<file path="src/inc/adcctl_defs.svh">
// Register offsets, field positions, reset values and timing constants of the converter control
`ifndef ADCCTL_DEFS_SVH
`define ADCCTL_DEFS_SVH
`define ADCCTL_OFS_PRESCALER  8'hF2
`define ADCCTL_OFS_CONTROL    8'hF3
`define ADCCTL_OFS_RES_LOW    8'hF4
`define ADCCTL_OFS_RES_HIGH   8'hF5
`define ADCCTL_OFS_IRQ_STATUS 8'hF6
`define ADCCTL_OFS_IRQ_MASK   8'hF7
`define ADCCTL_BIT_IDLE       6
`define ADCCTL_BIT_ENABLE     5
`define ADCCTL_BIT_DONE       4
`define ADCCTL_BIT_START      3
`define ADCCTL_CHAN_HI        2
`define ADCCTL_CHAN_LO        0
`define ADCCTL_PRS_HI         4
`define ADCCTL_CTRL_RESET     7'h00
`define ADCCTL_PRS_RESET      5'h00
`define ADCCTL_RES_RESET      10'h000
`define ADCCTL_CONV_PERIODS   4'hB
`define ADCCTL_X1_MULT        7'h04
`define ADCCTL_X2_MULT        7'h02
`define ADCCTL_SETUP_NS       4000
`define ADCCTL_CLK_NS         8
`endif

</file>
<file path="src/inc/adcctl_pkg.sv">
// Types of the converter control block
package adcctl_pkg;
  typedef enum logic [1:0] {
    ADCCTL_IDLE   = 2'b00,
    ADCCTL_SAMPLE = 2'b01,
    ADCCTL_CONV   = 2'b10
  } adcctl_state_t;

  typedef struct packed {
    adcctl_state_t state;
    logic          idleSel;
    logic          enable;
    logic          doneFlag;
    logic          startStatus;
    logic [2:0]    channel;
    logic [4:0]    divider;
    logic [9:0]    result;
    logic [6:0]    preCount;
    logic [3:0]    periods;
    logic          irqMask;
    logic          irq;
    logic [7:0]    rdata;
    logic          cpuIdle;
    logic          sampleHold;
    logic          convStrobe;
  } adcctl_regs_t;
endpackage : adcctl_pkg

</file>
<file path="src/verilog/adcctl_top.sv">
// Converter control registers, prescaler and conversion sequencer
//
// Local design decision: the strobed register port.
`timescale 1ns/1ps
`include "adcctl_defs.svh"
// How it works
// [RULE1] Idle select set: CPU idle request stays high during each conversion.
// [RULE2] Enable bit 5 powers converter; cleared means standby output asserted.
// [RULE3] Done flag bit 4 set by hardware when result registers hold result.
// [RULE4] Done flag raises interrupt while set and conversion interrupt enabled.
// [RULE5] Software clears done flag; hardware never does; clearing rearms interrupt.
// [RULE6] Writing one to start bit 3 launches one conversion on selected channel.
// [RULE7] Hardware clears start bit at completion; one means still converting.
// [RULE8] Control bits 2..0 choose the converted analog input.
// [RULE9] Single speed: converter clock is CPU clock over four times divider plus one.
// [RULE10] Double speed: converter clock is CPU clock over two times divider plus one.
// [RULE11] High result register is read-only, result bits 9..2.
// [RULE12] Low result register is read-only, result bits 1..0 in low bits.
// [RULE13] Reserved bits read as zero; software must not write ones there.
// [RULE14] Reset clears control bits: standby, channel zero.
// [RULE15] Reset clears prescaler field.
// [RULE16] A conversion lasts eleven converter periods: one sample, ten bits.
// [RULE17] Channel codes 0..7 map directly to inputs 0..7.
// [RULE18] Software waits the setup time between enable and first start.
// [RULE19] Result, done flag and start clear update in the same cycle.
module adcctl_top #(
  parameter int SETUP_NS = `ADCCTL_SETUP_NS
) (
  input  wire logic       clk,
  input  wire logic       srst,
  input  wire logic [7:0] addr,
  input  wire logic [7:0] wdata,
  input  wire logic       wr,
  input  wire logic       rd,
  output logic      [7:0] rdata,
  input  wire logic       doubleSpeedMode,
  input  wire logic [9:0] coreResult,
  output logic      [2:0] coreChannel,
  output logic            coreStandby,
  output logic            coreSampleHold,
  output logic            coreConvStrobe,
  output logic            cpuIdleReq,
  output logic            irq
);
  import adcctl_pkg::*;

  // Setup time is the software's duty; the count is only computed for reference and drives nothing
  localparam int SETUP_CYCLES = (SETUP_NS + `ADCCTL_CLK_NS - 1) / `ADCCTL_CLK_NS; // [RULE18]

  adcctl_regs_t r;
  adcctl_regs_t next_r;

  ////////////////////////////////////////////////////////////////////////////
  // One bit wider than the counter: four times thirty-two does not fit in seven bits
  logic [7:0] periodLen;
  logic       tick;
  logic       wrCtrl;
  logic       done;

  always_comb begin
    periodLen = doubleSpeedMode ? 8'(`ADCCTL_X2_MULT * (r.divider + 8'h01)) // [RULE10]
                                : 8'(`ADCCTL_X1_MULT * (r.divider + 8'h01)); // [RULE9]
    tick   = (r.state != ADCCTL_IDLE) && (r.preCount == 7'(periodLen - 8'h01));
    wrCtrl = wr && (addr == `ADCCTL_OFS_CONTROL);
    done   = (r.state == ADCCTL_CONV) && tick && (r.periods == `ADCCTL_CONV_PERIODS - 4'h1);
  end

  ////////////////////////////////////////////////////////////////////////////
  always_comb begin
    next_r            = r;
    next_r.convStrobe = 1'b0;
    if (wr && addr == `ADCCTL_OFS_PRESCALER) begin
      next_r.divider = wdata[`ADCCTL_PRS_HI:0];
    end
    if (wr && addr == `ADCCTL_OFS_IRQ_MASK) begin
      next_r.irqMask = wdata[`ADCCTL_BIT_DONE];
    end
    if (wrCtrl) begin
      next_r.idleSel = wdata[`ADCCTL_BIT_IDLE]; // [RULE1]
      next_r.enable  = wdata[`ADCCTL_BIT_ENABLE]; // [RULE2]
      next_r.channel = wdata[`ADCCTL_CHAN_HI:`ADCCTL_CHAN_LO]; // [RULE8] [RULE17]
      // Writing zero clears the flag; writing one leaves it as is
      if (!wdata[`ADCCTL_BIT_DONE]) begin
        next_r.doneFlag = 1'b0; // [RULE5]
      end
    end
    if (wr && addr == `ADCCTL_OFS_IRQ_STATUS && wdata[`ADCCTL_BIT_DONE]) begin
      next_r.doneFlag = 1'b0; // [RULE5]
    end
    // Prescaler counter runs only inside a conversion, so each one starts phase aligned
    if (r.state == ADCCTL_IDLE || tick) begin
      next_r.preCount = 7'h00;
    end else begin
      next_r.preCount = 7'(r.preCount + 7'h01);
    end
    case (r.state)
      ADCCTL_IDLE: begin
        // A start written with the enable bit clear is ignored; the core enters standby
        if (wrCtrl && wdata[`ADCCTL_BIT_START] && wdata[`ADCCTL_BIT_ENABLE]) begin // [RULE6]
          next_r.state       = ADCCTL_SAMPLE;
          next_r.startStatus = 1'b1;
          next_r.periods     = 4'h0;
          next_r.sampleHold  = 1'b1;
          next_r.cpuIdle     = wdata[`ADCCTL_BIT_IDLE]; // [RULE1]
        end
      end
      ADCCTL_SAMPLE: begin
        if (tick) begin // [RULE16]
          next_r.state      = ADCCTL_CONV;
          next_r.sampleHold = 1'b0;
          next_r.periods    = 4'h1;
          next_r.convStrobe = 1'b1;
        end
      end
      ADCCTL_CONV: begin
        if (done) begin
          next_r.state       = ADCCTL_IDLE;
          next_r.result      = coreResult; // [RULE19]
          next_r.doneFlag    = 1'b1; // [RULE3]
          next_r.startStatus = 1'b0; // [RULE7]
          next_r.cpuIdle     = 1'b0;
        end else if (tick) begin
          next_r.periods    = 4'(r.periods + 4'h1); // [RULE16]
          next_r.convStrobe = 1'b1;
        end
      end
      default: begin
        next_r.state = ADCCTL_IDLE;
      end
    endcase
    // Disabling before the last cycle of a conversion aborts it without setting the flag
    if (wrCtrl && !wdata[`ADCCTL_BIT_ENABLE] && r.state != ADCCTL_IDLE) begin
      next_r.state       = ADCCTL_IDLE;
      next_r.startStatus = 1'b0;
      next_r.cpuIdle     = 1'b0;
      next_r.sampleHold  = 1'b0;
      next_r.convStrobe  = 1'b0;
    end
    next_r.irq = next_r.doneFlag && next_r.irqMask; // [RULE4]
    next_r.rdata = 8'h00;
    if (rd) begin
      case (addr)
        `ADCCTL_OFS_PRESCALER:  next_r.rdata = {3'h0, r.divider}; // [RULE13]
        `ADCCTL_OFS_CONTROL:    next_r.rdata = {1'b0, r.idleSel, r.enable, r.doneFlag,
                                                r.startStatus, r.channel};
        `ADCCTL_OFS_RES_LOW:    next_r.rdata = {6'h00, r.result[1:0]}; // [RULE12]
        `ADCCTL_OFS_RES_HIGH:   next_r.rdata = r.result[9:2]; // [RULE11]
        `ADCCTL_OFS_IRQ_STATUS: next_r.rdata = {3'h0, r.doneFlag, 4'h0};
        `ADCCTL_OFS_IRQ_MASK:   next_r.rdata = {3'h0, r.irqMask, 4'h0};
        default:                next_r.rdata = 8'h00;
      endcase
    end
    if (srst) begin
      next_r             = '0;
      next_r.state       = ADCCTL_IDLE;
      {next_r.idleSel, next_r.enable, next_r.doneFlag, next_r.startStatus,
       next_r.channel}   = `ADCCTL_CTRL_RESET; // [RULE14]
      next_r.divider     = `ADCCTL_PRS_RESET; // [RULE15]
      next_r.result      = `ADCCTL_RES_RESET;
    end
  end

  always_ff @(posedge clk) begin
    r <= next_r;
  end

  ////////////////////////////////////////////////////////////////////////////
  always_comb begin
    rdata          = r.rdata;
    coreChannel    = r.channel;
    coreStandby    = !r.enable; // [RULE2]
    coreSampleHold = r.sampleHold;
    coreConvStrobe = r.convStrobe;
    cpuIdleReq     = r.cpuIdle;
    irq            = r.irq;
  end
endmodule : adcctl_top

</file>
<file path="config.mk">
export PLATFORM = sky130hd
export DESIGN_NAME = adcctl_top
export DESIGN_NICKNAME = d
export VERILOG_FILES = /design/src/inc/adcctl_pkg.sv /design/src/verilog/adcctl_top.sv
export VERILOG_INCLUDE_DIRS = /design/src /design/src/inc
export SDC_FILE = /design/constraint.sdc
export NUM_CORES = 1
export LEC_CHECK = 0
export BUFFER_PORTS_ARGS = -buffer_cell sky130_fd_sc_hd__clkbuf_2
export CAP_MARGIN = 20
export CORE_MARGIN = 2
export CORE_UTILIZATION = 56
export CTS_CLUSTER_SIZE = 16
export DETAILED_ROUTE_END_ITERATION = 7
export MAX_ROUTING_LAYER = met4
export PLACE_DENSITY = 0.8
export SYNTH_ARGS = -nofsm -noshare
export SYNTH_HDL_FRONTEND = slang
export SYNTH_SLANG_ARGS = --single-unit
</file>
<file path="constraint.sdc">
create_clock -name clk -period 3.4 [get_ports clk]
set_clock_uncertainty 0.05 [all_clocks]
set_input_delay 0.34 -clock clk [delete_from_list [all_inputs] [get_ports clk]]
set_output_delay 0.34 -clock clk [all_outputs]
set_load 0.03 [all_outputs]
</file>
==> impl_metrics.yaml <==
pwr:
  p_per_area_nw_per_um2: 370
  vdd_drop_max_uv: 279
  power.leakage_nw: 1.21
timing:
  relSlewSlack: 0.570
  timing.hold.ws_ps: 216
  fin_crit_ps: 3080
  rsz0062_at_grt: "no"
  setup_slack_ps: 320
  drv_slew: 0
  hold_viol: 0
  fmax_mhz: 325
  setup_tns_ps: 0
  min_period_over_period: 0.906
  tightestPinTransition_ps: 645
  setup_viol: 0
global_routing:
  antenna_found_initial: 0
  first_global_vias: 2183
  grt_usage: 0.240
  grt-ovfl-total: 0
  grt_max_degree: 31
  grt_first_pass_wirelength_um: 9740
route:
  drt-pass1-iter-count: 5
  vias: 2297
  postRouteAntennaNets: 0
  drt_drc_violations_left: 0
  drt-initial-drc-count: 161
  wl_um: 5730
  wl_per_cell_um: 14.7
  viasPerCell: 5.89
logic_synthesis:
  synthMuxAreaShare: 0.0744
  synth.avg_cell_area_um2: 8.60
  ys_ff_latch: 48
  yosys.area_share.simple: 0.222
  synth_top_family_by_area: "simple AND/OR/NAND/NOR gates"
  synth_compound_area_frac: 0.194
  synth_area_leaders: "dfxtp_1 (36%), mux2i_1 (5.3%), nor2_1 (4.6%)"
  synth-main-ff-cell: "dfxtp_1"
  ys_top_cells_by_count: "dfxtp_1 (48), nor2_1 (32), nand2_1 (28)"
  syn_inst: 307
  async_reset_ff_frac: 0
  yosysTopAreaCellShare: 0.364
  synth_warnings: 0
  ys_seq_area_frac: 0.364
  synth_top_cell_by_area: "dfxtp_1"
  synthXorXnorAreaFrac: 0.0332
  synth_edf_count: 0
  synth_most_common_cell: "dfxtp_1"
  ys_types: 60
  syn-num-nets: 346
  synthAdderAreaFrac: 0.0379
  netlist_area_um2: 2640
critical_path:
  crit_arrival_ps: 3200
  worstPathRequired_ps: 3520
  path_delay_family: "compound AO/OA/AOI/OAI gates"
  critPathMaxFanout: 13
  critPathLaunchType: "register"
  cp_slowest_cell: "dfxtp_1"
  critical_path.max_stage_delay_ps: 550
  critPathKind: "reg2reg"
  crit_path_end_kind: "register"
  crit_chain: "ha_1 > nor3b_1 > o21ai_0 > a221oi_2 > or4b_1 > o31ai_2 > o2111ai_4 > mux2i_1 > nor2_1"
  path_buf_inv: 0
floorplanning:
  die_area_um2: 5280
  pin_count: 47
  die_h_um: 72.6
  start_util: 0.594
  core-area_um2: 4440
  placementRows: 24
  fp.dieW_um: 72.6
clock_tree:
  cts_tree: "yes"
  h-tree-depth: 2
  clk_path_buf_depth: 2
  ctsResizeCount: 0
  root_buffer: "clkbuf_8"
  clk_latency_ps: 300
  post-cts-setup-buffers: 0
  postCtsHoldBufs: 0
  cts-buffers-inserted: 5
  clock_sinks: 48
  clkTransAtPathRegs_ps: 90
layout:
  area_delta_synth_final_pct: 10.4
  final_cell_area_um2: 2910
  layout.cells.non_filler: 390
  drive_gt1_frac: 0.213
  antenna-diode-count: 0
  fin_nets: 376
placed_design:
  io_buffers: 45
  place_area_um2: 2800
  place_congestion: 0.858
  dp_hpwl_um: 4320
  placed_cells: 382
  place_ws_ps: 306
run_status:
  status: "finished clean"
run:
  maxCapViolCount: 0
hold_path:
  worstHoldPathType: "in2reg"
==> metal layers <==
metal	routed length, um	track usage	vias to the layer above
li1	-	-	1145
met1	2550	0.314	1073
met2	2720	0.373	73
met3	419	0.0594	6
met4	48	0.0617	0
met5	0	-	-
==> per-stage QoR <==
step                      power [mW]  utilization
after floorplan                0.635            -
after global placement         0.666        0.630
after detailed placement       0.668        0.630
after CTS                       1.08        0.655
after global routing            1.12        0.655
final                           1.08        0.655
==> cell families after synthesis <==
| kind of cell | after synthesis |
|---|---|
| xor+xnor | 10 |
| compound gates | 70 |
| mux | 19 |
| simple gates | 115 |
| buf+inv | 37 |
| flops | 48 |
| fa+ha+maj | 8 |
==> tightest hold or removal path: stages <==
cell and delay, ps:
clkbuf_2 80, mux2i_1 50, nor2_1 70
==> power breakdown <==
group | switching (mW) | internal (mW)
clock network | 0.198 | 0.222
registers | 0.00395 | 0.565
logic | 0.0555 | 0.0329
==> worst paths after layout <==
kind                       from                  end  slack, ps  depth (start not counted)
max reg2reg  r[34]$_SDFFE_PP0P_   r[28]$_SDFFE_PP0P_        320                          9
min               coreResult[2]   r[26]$_SDFFE_PP0P_        220                          3
max          r[34]$_SDFFE_PP0P_   r[28]$_SDFFE_PP0P_        320                          9
min reg2reg  r[42]$_SDFFE_PP0P_  rdata[3]$_SDFF_PP0_        430                          2
==> registers in the layout, indices dropped and copies added, names as in the netlist <==
name and flops:
r 33, rdata 8, coreChannel 3, coreConvStrobe 1
coreSampleHold 1, cpuIdleReq 1, irq 1
==> layout make-up <==
| type | instances | area [um2] |
|---|---|---|
| repair buffers | 47 | 240 |
| well taps | 52 | 65.1 |
| clock buffers | 5 | 68.8 |
| fillers | 395 | 1530 |
| multi-input cells | 222 | 1480 |
| inverters | 13 | 48.8 |
| clock inverters | 3 | 46.3 |
| flip-flops and latches | 48 | 961 |
==> cells in the final DEF (no fill, tap or decap), drive strengths merged, types with 13 or more instances in the layout <==
cell type and n:
dfxtp 48, a21oi 23, inv 14, clkbuf 50
nand2 28, o21ai 13, nor2 33, nand3 14
mux2i 14
Note: power is estimated with default switching activity, not from simulation.
